`config.mk`:
```
export PLATFORM = sky130hd
export DESIGN_NAME = sts_sequencer
export DESIGN_NICKNAME = d
export VERILOG_FILES = /design/src/design/sts_pkg.sv /design/src/design/sts_ident_check.sv /design/src/design/sts_sequencer.sv
export SDC_FILE = /design/constraint.sdc
export NUM_CORES = 1
export LEC_CHECK = 0
export ABC_CLOCK_PERIOD_IN_PS = 3250
export BUFFER_PORTS_ARGS = -buffer_cell sky130_fd_sc_hd__buf_2
export CAP_MARGIN = 20
export CORE_MARGIN = 2
export CORE_UTILIZATION = 25
export DETAILED_ROUTE_END_ITERATION = 10
export SLEW_MARGIN = 20
export SYNTH_ARGS = -nofsm -noshare
export SYNTH_HDL_FRONTEND = slang
export SYNTH_SLANG_ARGS = --single-unit
```
`constraint.sdc`:
```
create_clock -name clock -period 3.25 [get_ports clock]
set_input_delay 0.65 -clock clock [delete_from_list [all_inputs] [get_ports clock]]
set_output_delay 0.65 -clock clock [all_outputs]
set_load 0.1 [all_outputs]
```
`src/design/sts_pkg.sv`:
```
package sts_pkg;

    // Progress codes
    localparam logic [7:0] PH_IDLE = 8'h00;
    localparam logic [7:0] PH_SEL = 8'h10;
    localparam logic [7:0] PH_IDENT_OUT = 8'h20;
    localparam logic [7:0] PH_TAGCODE_OUT = 8'h21;
    localparam logic [7:0] PH_QTAG_OUT = 8'h22;
    localparam logic [7:0] PH_CMD = 8'h30;
    localparam logic [7:0] PH_SDP = 8'h41;
    localparam logic [7:0] PH_DISC = 8'h42;
    localparam logic [7:0] PH_FREE = 8'h43;
    localparam logic [7:0] PH_RESEL = 8'h44;
    localparam logic [7:0] PH_IDENT_OK = 8'h45;
    localparam logic [7:0] PH_DATA_DONE = 8'h46;
    localparam logic [7:0] PH_STATUS = 8'h47;
    localparam logic [7:0] PH_STAT_OK = 8'h50;
    localparam logic [7:0] PH_CC = 8'h60;
    localparam logic [7:0] PH_TAG_EXP = 8'h70;
    localparam logic [7:0] PH_TAG_RCV = 8'h71;

    // Interrupt codes
    localparam logic [7:0] IRQ_UNEXP_MSG = 8'h4F;
    localparam logic [7:0] IRQ_DIFF_PROC = 8'h26;
    localparam logic [7:0] IRQ_STAT_PAR = 8'h47;
    localparam logic [7:0] IRQ_DONE = 8'h16;
    localparam logic [7:0] IRQ_DISC = 8'h85;
    localparam logic [7:0] IRQ_BUS_EVENT = 8'h41;
    localparam logic [7:0] IRQ_NONE = 8'h00;

    // Messages and fields
    localparam logic [7:0] MSG_CMD_CPLT = 8'h00;
    localparam logic [7:0] MSG_SDP = 8'h02;
    localparam logic [7:0] MSG_DISC = 8'h04;
    localparam logic [7:0] MSG_SIMPLE_TAG = 8'h20;
    localparam logic [7:0] IDENT_MASK = 8'hC7;
    localparam logic [7:0] IDENT_BASE = 8'h80;
    localparam int TAG_LSB = 3;

    // Register map
    localparam logic [3:0] REG_CTRL = 4'h0;
    localparam logic [3:0] REG_DEST = 4'h1;
    localparam logic [3:0] REG_LUN = 4'h2;
    localparam logic [3:0] REG_QTAG = 4'h3;
    localparam logic [3:0] REG_CNT0 = 4'h4;
    localparam logic [3:0] REG_CNT1 = 4'h5;
    localparam logic [3:0] REG_PHASE = 4'h6;
    localparam logic [3:0] REG_IRQ = 4'h7;
    localparam logic [3:0] REG_CMD = 4'h8;
    localparam logic [3:0] REG_DATA = 4'h9;
    localparam int CTRL_EDI = 0;
    localparam int CTRL_IDI = 1;
    localparam int CTRL_HPE = 2;
    localparam logic [7:0] CMD_SEL_XFER = 8'h08;

    typedef struct packed {
        logic [7:0] data;
        logic parity_err;
        logic msg_in;
        logic status;
        logic data_ph;
    } sts_rx_t;

endpackage : sts_pkg

```
`src/design/sts_ident_check.sv`:
```
`timescale 1ns/10ps
module sts_ident_check
    import sts_pkg::*;
(
    // Received byte and expectation
    input wire logic [7:0] rx_byte,
    input wire logic [7:0] lun_reg,
    input wire logic [7:0] qtag_reg,
    // Verdicts
    output logic ident_ok,
    output logic simple_tag,
    output logic tag_match
);
    always_comb
    begin
        ident_ok = ((rx_byte & IDENT_MASK) ==
                    ((lun_reg & 8'h47) | IDENT_BASE));
        simple_tag = (rx_byte == MSG_SIMPLE_TAG);
        tag_match = (rx_byte == qtag_reg);
    end
endmodule : sts_ident_check

```
`src/design/sts_sequencer.sv`:
```
`timescale 1ns/10ps
module sts_sequencer
    import sts_pkg::*;
#(
    parameter int CNT_W = 16
)
(
    // Clock and reset
    input wire logic clock,
    input wire logic srst,
    // Register port
    input wire logic [3:0] addr,
    input wire logic [7:0] wdata,
    input wire logic wr_stb,
    input wire logic rd_stb,
    output logic [7:0] rdata,
    // Link events from bus engine
    input wire logic rx_valid,
    input wire sts_rx_t rx,
    input wire logic resel_match,
    input wire logic resel_other,
    input wire logic bus_free,
    input wire logic req_seen,
    input wire logic connected,
    // Data byte handshake and controls
    input wire logic data_ack,
    output logic data_xfer_en,
    output logic ack_release,
    output logic ack_hold,
    output logic irq,
    output logic [7:0] dma_mode
);
    typedef enum logic [2:0] {
        ST_IDLE = 3'b000,
        ST_RUN = 3'b001,
        ST_DATA = 3'b010,
        ST_WAIT_RESEL = 3'b011,
        ST_POST = 3'b100,
        ST_HALT = 3'b101
    } sts_state_t;

    sts_state_t state_q;
    logic [7:0] phase_q, ctrl_q, dest_q, lun_q, qtag_q, irq_code_q;
    logic [7:0] data_q;
    logic [CNT_W-1:0] cnt_q;
    logic irq_q, ack_rel_q, ack_hold_q, done_pend_q;
    logic ident_ok, simple_tag, tag_match, tag_exp, msg, go;

    sts_ident_check sts_ident_check_i (
        .rx_byte(rx.data),
        .lun_reg(lun_q),
        .qtag_reg(qtag_q),
        .ident_ok(ident_ok),
        .simple_tag(simple_tag),
        .tag_match(tag_match)
    );

    assign tag_exp = |dest_q[TAG_LSB+1:TAG_LSB];
    assign msg = rx_valid && rx.msg_in;
    assign go = wr_stb && addr == REG_CMD && wdata == CMD_SEL_XFER;
    assign data_xfer_en = (state_q == ST_DATA);
    assign dma_mode = ctrl_q;
    assign ack_release = ack_rel_q;
    assign ack_hold = ack_hold_q;
    assign irq = irq_q;

    // Software-written configuration
    always_ff @(posedge clock)
    begin
        if (srst)
        begin
            ctrl_q <= 8'h00;
            dest_q <= 8'h00;
        end
        else if (wr_stb)
        begin
            if (addr == REG_CTRL)
                ctrl_q <= wdata;
            if (addr == REG_DEST)
                dest_q <= wdata;
        end
    end

    // Last received byte, kept for the host
    always_ff @(posedge clock)
    begin
        if (srst)
            data_q <= 8'h00;
        else if (rx_valid)
            data_q <= rx.data;
    end

    // Sequencer: phase code, counts, interrupts
    always_ff @(posedge clock)
    begin
        if (srst)
        begin
            state_q <= ST_IDLE;
            phase_q <= PH_IDLE;
            lun_q <= 8'h00;
            qtag_q <= 8'h00;
            cnt_q <= '0;
            irq_q <= 1'b0;
            irq_code_q <= IRQ_NONE;
            ack_rel_q <= 1'b0;
            ack_hold_q <= 1'b0;
            done_pend_q <= 1'b0;
        end
        else
        begin
            ack_rel_q <= 1'b0;
            if (wr_stb && addr == REG_LUN)
                lun_q <= wdata;
            if (wr_stb && addr == REG_QTAG)
                qtag_q <= wdata;
            if (wr_stb && addr == REG_CNT0)
                cnt_q[7:0] <= wdata;
            if (wr_stb && addr == REG_CNT1)
                cnt_q[CNT_W-1:8] <= wdata[CNT_W-9:0];
            if (wr_stb && addr == REG_PHASE)
                phase_q <= wdata;
            // Reading the code acknowledges the interrupt
            if (rd_stb && addr == REG_IRQ)
                irq_q <= 1'b0;
            if (go && connected)
            begin
                // Resume point from current code
                state_q <= ST_RUN;
                ack_hold_q <= 1'b0;
                unique case (phase_q)
                    PH_IDENT_OUT, PH_QTAG_OUT, PH_SDP, PH_DISC,
                    PH_IDENT_OK, PH_STAT_OK, PH_CC, PH_TAG_EXP:
                        ack_rel_q <= 1'b1;
                    default:
                        ack_rel_q <= 1'b0;
                endcase
                if (phase_q == PH_IDENT_OK && cnt_q != '0)
                    state_q <= ST_DATA;
            end
            else if (go)
            begin
                state_q <= ST_RUN;
                phase_q <= PH_SEL;
            end
            else
            begin
                unique case (state_q)
                    ST_IDLE:
                    begin
                    end
                    ST_RUN, ST_DATA:
                    begin
                        if (state_q == ST_DATA && rx_valid && rx.data_ph)
                        begin
                            // Held in data phase until count drains
                        end
                        if (state_q == ST_DATA && data_ack)
                        begin
                            cnt_q <= cnt_q - 1'b1;
                            if (cnt_q == {{(CNT_W-1){1'b0}}, 1'b1})
                            begin
                                phase_q <= PH_DATA_DONE;
                                state_q <= ST_RUN;
                            end
                        end
                        if (phase_q == PH_RESEL && msg)
                        begin
                            if (!ident_ok)
                            begin
                                irq_q <= 1'b1;
                                irq_code_q <= IRQ_UNEXP_MSG;
                                state_q <= ST_HALT;
                            end
                            else if (tag_exp)
                                phase_q <= PH_TAG_EXP;
                            else
                            begin
                                phase_q <= PH_IDENT_OK;
                                if (cnt_q != '0)
                                    state_q <= ST_DATA;
                            end
                        end
                        else if (phase_q == PH_TAG_EXP && msg)
                        begin
                            if (simple_tag)
                                phase_q <= phase_q + 8'h01;
                            else
                            begin
                                irq_q <= 1'b1;
                                irq_code_q <= IRQ_UNEXP_MSG;
                                state_q <= ST_HALT;
                            end
                        end
                        else if (phase_q == PH_TAG_RCV && msg)
                        begin
                            phase_q <= PH_IDENT_OK;
                            if (!tag_match)
                            begin
                                qtag_q <= rx.data;
                                irq_q <= 1'b1;
                                irq_code_q <= IRQ_DIFF_PROC;
                                state_q <= ST_HALT;
                            end
                            else if (cnt_q != '0)
                                state_q <= ST_DATA;
                        end
                        else if (rx_valid && rx.status && cnt_q == '0)
                        begin
                            phase_q <= PH_STATUS;
                            if (rx.parity_err && ctrl_q[CTRL_HPE])
                            begin
                                irq_q <= 1'b1;
                                irq_code_q <= IRQ_STAT_PAR;
                                ack_hold_q <= 1'b1;
                                state_q <= ST_HALT;
                            end
                            else
                            begin
                                lun_q <= rx.data;
                                phase_q <= PH_STAT_OK;
                            end
                        end
                        else if (msg && rx.data == MSG_CMD_CPLT &&
                                 phase_q == PH_STAT_OK)
                        begin
                            phase_q <= PH_CC;
                            state_q <= ST_POST;
                            if (!ctrl_q[CTRL_EDI])
                            begin
                                irq_q <= 1'b1;
                                irq_code_q <= IRQ_DONE;
                            end
                            else
                                done_pend_q <= 1'b1;
                        end
                        else if (msg && rx.data == MSG_SDP)
                        begin
                            phase_q <= PH_SDP;
                            irq_q <= 1'b1;
                            irq_code_q <= IRQ_DISC;
                            state_q <= ST_HALT;
                        end
                        else if (msg && rx.data == MSG_DISC)
                        begin
                            phase_q <= PH_DISC;
                            state_q <= ST_WAIT_RESEL;
                        end
                    end
                    ST_WAIT_RESEL:
                    begin
                        if (phase_q == PH_DISC && bus_free)
                        begin
                            phase_q <= PH_FREE;
                            // Data still owed or CTRL_IDI set: interrupt the host to reload DMA
                            if (ctrl_q[CTRL_IDI] || cnt_q != '0)
                            begin
                                irq_q <= 1'b1;
                                irq_code_q <= IRQ_DISC;
                                // Stays armed so the reconnect still lands
                            end
                        end
                        else if (phase_q == PH_FREE && resel_match)
                        begin
                            phase_q <= PH_RESEL;
                            state_q <= ST_RUN;
                        end
                        // Foreign reselection ends the command
                        else if (phase_q == PH_FREE && resel_other)
                        begin
                            irq_q <= 1'b1;
                            irq_code_q <= IRQ_UNEXP_MSG;
                            state_q <= ST_HALT;
                        end
                    end
                    ST_POST:
                    begin
                        // Held completion waits for the bus to go free
                        if (bus_free || (req_seen && !done_pend_q))
                        begin
                            irq_q <= 1'b1;
                            irq_code_q <= done_pend_q ? IRQ_DONE
                                                      : IRQ_BUS_EVENT;
                            done_pend_q <= 1'b0;
                            state_q <= ST_IDLE;
                        end
                    end
                    ST_HALT:
                    begin
                        // Command ended; waits for host resume
                    end
                    default:
                        state_q <= ST_IDLE;
                endcase
            end
        end
    end

    // Register read port, one cycle latency
    always_ff @(posedge clock)
    begin
        if (srst)
            rdata <= 8'h00;
        else if (rd_stb)
        begin
            unique case (addr)
                REG_CTRL: rdata <= ctrl_q;
                REG_DEST: rdata <= dest_q;
                REG_LUN: rdata <= lun_q;
                REG_QTAG: rdata <= qtag_q;
                REG_CNT0: rdata <= cnt_q[7:0];
                REG_CNT1: rdata <= 8'(cnt_q >> 8);
                REG_PHASE: rdata <= phase_q;
                REG_IRQ: rdata <= irq_code_q;
                REG_DATA: rdata <= data_q;
                default: rdata <= 8'h00;
            endcase
        end
    end
endmodule : sts_sequencer

```
# Word level (Yosys, flattened, before mapping)
# Index checks and enable logic that the tools add are counted.
[totals] inputBits=35 ff_bits=87 output_inout_bits=20
[op_classes] mux=113 bitwise=5 reduce_logical=48 n_addsub=2 n_eq_ne=52
[op_table] op="8-bit 2-to-1 mux" n=51
[op_table] op="8-bit by 7-bit equality test with 1-bit output (second input constant)" n=9
[op_table] op="8-bit case mux with 9 select lines" n=1
[op_table] op="16-bit 2-to-1 mux" n=4
[op_table] op="3-bit 2-to-1 mux" n=21
[op_table] op="1-bit 2-to-1 mux" n=27
[op_table] op="1-bit logical AND" n=26
[op_table] op="8-bit by 6-bit equality test with 1-bit output (second input constant)" n=3
[op_table] op="8-bit case mux with 3 select lines" n=1
[op_table] op="16-bit by 1-bit equality test with 1-bit output (second input constant)" n=1
[op_table] op="4-bit by 3-bit equality test with 1-bit output (second input constant)" n=4
[op_table] op="16-bit logical NOT" n=1
[op_table] op="8-bit case mux with 2 select lines" n=1
[op_table] op="16-bit nonzero test" n=1
[op_table] op="16-bit by 1-bit subtractor with 16-bit output (second input constant)" n=1
[op_table] op="2-bit != test (second input constant)" n=7
[op_table] op="7-bit != test (second input constant)" n=2
[op_table] op="13-bit AND reduction" n=1
[op_table] op="3-bit != test (second input constant)" n=4
[op_table] op="4-bit != test (second input constant)" n=3
[op_table] op="3-bit case mux with 4 select lines" n=1
[op_table] op="5-bit != test (second input constant)" n=2
[op_table] op="10-bit AND reduction" n=1
[op_table] op="2-bit OR reduction" n=5
[op_table] op="other kinds (32)" n=42

# Longest topological paths before layout
[logic_depth] word_depth=15 ltp_mapped=10

# Hierarchy
# From an unflattened synthesis, not the netlist that was laid out.
[unflattened] cells_unflattened=790 hier_area_um2=5968.2
[by_module_without_submodules] mod="sts_sequencer" area_per_inst_um2=5810.6 instances=1 cells_each=770
[by_module_without_submodules] mod="sts_ident_check" area_per_inst_um2=157.7 instances=1 cells_each=20

# Least setup slack after synthesis
# Ideal clock, no wire load.
[synth_timing] path_type="flip-flop to flip-flop" start="register state_q[1]" end="register cnt_q[10]" arrival_time_ns=3.150 path_stages_with_launch=10 path_buffers=2 setup_time_ns=0.133 period_less_slack_ns=3.283 slack_ns=-0.033 cell_sequence="dfxtp_1 buf_2 nor3b_2 and2_1 nand2_1 clkbuf_1 or3_1 or3_1 nand3_1 a31oi_1"
[synth_via] elab_chain_cells=6 elab_cells_between_ends=8 cone_classes="eq/ne (2); mux (4); reduce/logical (2)"
[synth_lines] item="start, declared" line_no="sts_sequencer.sv:42" text="sts_state_t state_q;"
[synth_lines] item="start signal, assigned" line_no="sts_sequencer.sv:98" text="state_q <= ST_IDLE;"
[synth_lines] item="start signal, assigned" line_no="sts_sequencer.sv:128" text="state_q <= ST_RUN;"
[synth_lines] item="start signal, assigned" line_no="sts_sequencer.sv:138" text="state_q <= ST_DATA;"
[synth_lines] item="3-bit by 2-bit equality test with 1-bit output *"
[synth_lines] item="net data_xfer_en" line_no="sts_sequencer.sv:27" text="output logic data_xfer_en,"
[synth_lines] item="1-bit logical AND" line_no="sts_sequencer.sv:157" text="if (state_q == ST_DATA && data_ack)"
[synth_lines] item="16-bit 2-to-1 mux" line_no="sts_sequencer.sv:157"
[synth_lines] item="16-bit 2-to-1 mux *" line_no="sts_sequencer.sv:147" text="unique case (state_q)"
[synth_lines] item="16-bit 2-to-1 mux *" line_no="sts_sequencer.sv:140" text="else if (go)"
[synth_lines] item="16-bit 2-to-1 mux *" line_no="sts_sequencer.sv:125" text="if (go && connected)"
[synth_lines] item="end signal, assigned by index" line_no="sts_sequencer.sv:119" text="cnt_q[CNT_W-1:8] <= wdata[CNT_W-9:0];"
[synth_lines] item="end signal, assigned" line_no="sts_sequencer.sv:159" text="cnt_q <= cnt_q - 1'b1;"
[synth_lines] item="end, declared" line_no="sts_sequencer.sv:45" text="logic [CNT_W-1:0] cnt_q;"
# The timed path passes the listed nets; every way through them passes the cells marked *.
# A chain may end at the register's enable or synchronous reset.

# Final worst setup path
[layout_timing] start="register phase_q[4]" end="register irq_code_q[1]"
[layout_via] elab_chain_cells=8 elab_cells_between_ends=30 cone_classes="eq/ne (15); mux (7); reduce/logical (8)"
[layout_lines] item="start, declared" line_no="sts_sequencer.sv:43" text="logic [7:0] phase_q, ctrl_q, dest_q, lun_q, qtag_q, irq_code_q;"
[layout_lines] item="start signal, assigned" line_no="sts_sequencer.sv:121" text="phase_q <= wdata;"
[layout_lines] item="start signal, assigned" line_no="sts_sequencer.sv:186" text="phase_q <= phase_q + 8'h01;"
[layout_lines] item="8-bit by 7-bit equality test with 1-bit output" line_no="sts_sequencer.sv:224" text="phase_q == PH_STAT_OK)"
[layout_lines] item="1-bit logical AND" line_no="sts_sequencer.sv:223" text="else if (msg && rx.data == MSG_CMD_CPLT &&"
[layout_lines] item="8-bit 2-to-1 mux" line_no="sts_sequencer.sv:223"
[layout_lines] item="8-bit 2-to-1 mux" line_no="sts_sequencer.sv:207" text="else if (rx_valid && rx.status && cnt_q == '0)"
[layout_lines] item="8-bit 2-to-1 mux" line_no="sts_sequencer.sv:194" text="else if (phase_q == PH_TAG_RCV && msg)"
[layout_lines] item="8-bit 2-to-1 mux" line_no="sts_sequencer.sv:183" text="else if (phase_q == PH_TAG_EXP && msg)"
[layout_lines] item="8-bit 2-to-1 mux" line_no="sts_sequencer.sv:166" text="if (phase_q == PH_RESEL && msg)"
[layout_lines] item="8-bit case mux with 3 select lines" line_no="sts_sequencer.sv:147"
[layout_lines] item="end signal, assigned" line_no="sts_sequencer.sv:281" text="irq_code_q <= done_pend_q ? IRQ_DONE"
[layout_lines] item="end, declared" line_no="sts_sequencer.sv:43"
# Several ways; a longest one is shown, not always the timed one.

==> flow_metrics.env <==
export IMPL_status="complete, no violations"
export IMPL_drt_initial_drc_count=722
export IMPL_ant_nets=0
export IMPL_core_area_um2=24100
export IMPL_row_count=57
export IMPL_port_buffer_count=53
export IMPL_finalSetupTns_ns=0
export IMPL_synth_main_ff_cell="dfxtp_1"
export IMPL_grt_max_degree=56
export IMPL_grt_pass1_wl_um=37600
export IMPL_p_leak_nw=2.80
export IMPL_worstSetupStartpointType="register"
export IMPL_ir_worst_vdd_uv=272
export IMPL_critPathMaxFanout=8
export IMPL_nNetsFinal=873
export IMPL_worstReg2RegStart="phase_q[4]"
export IMPL_final_layout_size_suffix_gt1_share_pct=17.7
export IMPL_synth_yosys_seq_area_share_pct=28.7
export IMPL_crit_chain="nor2b_2, and3_1, nand2b_1, nor3_1, buf_4, o41ai_4, a21oi_1, a311oi_1"
export IMPL_power_density_nw_per_um2=595
export IMPL_crit_slowest_cell="o41ai_4"
export IMPL_tritoncts="built"
export IMPL_synth_top_cell_area_share_pct=28.7
export IMPL_htreeDepth=3
export IMPL_crit_required_ns=3.50
export IMPL_wl_per_cell_um=21.3
export IMPL_antenna_found_initial=2
export IMPL_period_share_pct=84.0
export IMPL_first_global_vias=6147
export IMPL_synth_top_cell_by_area="dfxtp_1"
export IMPL_syn_num_nets=814
export IMPL_gp_congestion=1.00
export IMPL_gr_total_overflow=0
export IMPL_synthArstFlopShare_pct=0
export IMPL_cts_setup_buffers=0
export IMPL_clk_insertion_delay_late_ns=0.36
export IMPL_synth_cell_types=85
export IMPL_synth_area_per_cell_um2=7.87
export IMPL_yosysWarnings=0
export IMPL_setup_viol=0
export IMPL_ctsHoldBuffers=0
export IMPL_hold_viol=0
export IMPL_routed_wirelength_um=24700
export IMPL_max_freq_mhz=366
export IMPL_die_y_um=160
export IMPL_tightest_slew_ns=0.973
export IMPL_routed_via_count=6531
export IMPL_fin_util_pct=29.9
export IMPL_cts_made_buffers=9
export IMPL_rsz0062_at_grt="false"
export IMPL_drv_cap=0
export IMPL_end_kind="register"
export IMPL_critPathMaxStageDelay_ns=0.54
export IMPL_fin_crit_ns=2.73
export IMPL_ys_seq_elements=87
export IMPL_die_w_um=160
export IMPL_hp_class="reg -> reg"
export IMPL_worstHoldStart="rdata[3]"
export IMPL_dieArea_um2=25600
export IMPL_cts_sink_count=87
export IMPL_cts_clk_slew_worst_paths_ns=0.07
export IMPL_final_max_slew_viol_count=0
export IMPL_cp_data_arrival_time_ns=2.98
export IMPL_yosys_top_cells_count="107 x nor2_1, 87 x dfxtp_1, 58 x mux2i_1, 58 x nand2_1, 52 x a21oi_1"
export IMPL_synth_area_leaders="dfxtp_1 29%, mux2i_1 9.6%, nor2_1 6.6%"
export IMPL_cts_root_buf="clkbuf_16"
export IMPL_syn2layout_area_growth_pct=18.6
export IMPL_clockBufferDepth=2
export IMPL_yosysMostFrequentCell="nor2_1"
export IMPL_synth_edf_count=0
export IMPL_ios=55
export IMPL_worstSetupPathType="reg -> reg"
export IMPL_max_slew_margin_pct=34.6
export IMPL_grt_util_all_layers_pct=19.1
export IMPL_fin_skew_ns=0.0116
export IMPL_first_pass_iters=6
export IMPL_start_util_pct=25.2
export IMPL_dp_hpwl_um=18900
export IMPL_drcViolationCount=0
export IMPL_cts_resized=0
export IMPL_syn_area_um2=6080
export IMPL_placed_area_um2=6880
export IMPL_final_area_um2=7210
export IMPL_crit_start="phase_q[4]"
export IMPL_routed_via_density=5.62
export IMPL_synthCells=772
export IMPL_total_power_w=0.00429
flip-flops by register name, indices dropped and copies added (netlist names):
signal	count
cnt_q	16
data_q	8
dest_q	8
dma_mode	8
irq_code_q	8
lun_q	8
phase_q	8
qtag_q	8
rdata	8
state_q	3
ack_hold	1
ack_release	1
done_pend_q	1
irq	1
path summary, 6_finish.rpt:
path	end	slack [ns]	cells past startpoint
worst max-delay path	irq_code_q[1]	0.52	8
worst min-delay path	rdata[3]	0.47	2
worst max register to register	irq_code_q[1]	0.52	8
worst min register to register	rdata[3]	0.47	2
final cells by class:
type / count / area, µm²
tap: 324 / 405
fill: 2661 / 16900
sequential: 87 / 1740
antenna: 2 / 5.00
clock buffer: 12 / 246
inverter: 10 / 37.5
clock inverter: 4 / 77.6
multi-input combinational: 623 / 4080
timing repair buffer: 100 / 618
routing by layer:
layer / global-route usage (%) / share of wire [%]
met5: 0 / 0
met3: 3.61 / 8.5
met4: 9.25 / 4.1
met1: 26.5 / 45
met2: 28.3 / 42
per-stage QoR:
stage,setup WS (ns),hold slack [ns],cells
after floorplan,0.367,0.449,772
after global placement,0.332,0.459,1144
after detailed placement,0.283,0.460,1144
after CTS,0.576,0.471,1160
after global routing,0.324,0.491,1162
final,0.521,0.471,1162
where the power goes:
| part | switching (W) | total, W | internal, W | leakage, nW |
|---|---|---|---|---|
| clock network | 0.000479 | 0.00118 | 0.000701 | 0.157 |
| logic | 0.00111 | 0.00174 | 0.000631 | 1.94 |
| registers | 0.000183 | 0.00137 | 0.00118 | 0.705 |
| total | 0.00177 | 0.00429 | 0.00251 | 2.80 |
cell families (layout without fill, tap and decap cells):
group | after synthesis | after routing | synth area share [%]
compound gates | 230 | 230 | 26.4
xor+xnor | 14 | 14 | 2.02
fa+ha+maj | 7 | 7 | 1.44
buf+inv | 62 | 126 | 4.45
flops | 87 | 87 | 28.7
mux | 59 | 59 | 9.74
other cells | 0 | 2 | 0
simple gates | 313 | 313 | 27.3
placed cells by master, fill, tap and decap left out, types with 4 or more instances in the layout:
| master | Yosys | routed |
|---|---|---|
| a22oi_1 | 23 | 23 |
| nand2_1 | 58 | 58 |
| nand4_1 | 9 | 9 |
| nor4_4 | 4 | 4 |
| or4_1 | 4 | 4 |
| and4_1 | 4 | 4 |
| nand3_1 | 23 | 23 |
| nor4_1 | 4 | 4 |
| dfxtp_1 | 87 | 87 |
| o211ai_1 | 5 | 5 |
| inv_1 | 8 | 8 |
| and2_1 | 8 | 8 |
| nor3_1 | 27 | 27 |
| and3_1 | 7 | 7 |
| a311oi_1 | 5 | 5 |
| o22ai_1 | 7 | 7 |
| a31oi_1 | 14 | 14 |
| or3_1 | 7 | 7 |
| a211oi_1 | 28 | 28 |
| ha_1 | 7 | 7 |
| o32ai_1 | 6 | 6 |
| mux2i_1 | 58 | 58 |
| a221oi_1 | 9 | 9 |
| or2_2 | 5 | 5 |
| o21a_1 | 5 | 5 |
| nor2b_1 | 7 | 7 |
| xnor2_1 | 12 | 12 |
| a21oi_1 | 52 | 52 |
| buf_2 | 15 | 53 |
| o21ai_0 | 31 | 31 |
| buf_4 | 1 | 47 |
| o221ai_1 | 4 | 4 |
| nand2b_1 | 6 | 6 |
| clkbuf_16 | 0 | 9 |
| a21o_1 | 6 | 6 |
| nor2_1 | 107 | 107 |
critical path: cells and delay by family, from the launching register on:
kind	cells	cell delay (ns)
simple gates	4	1.03
compound gates	3	0.95
flops	1	0.49
buf+inv	1	0.16
Note: power is estimated with default switching activity, not from simulation.
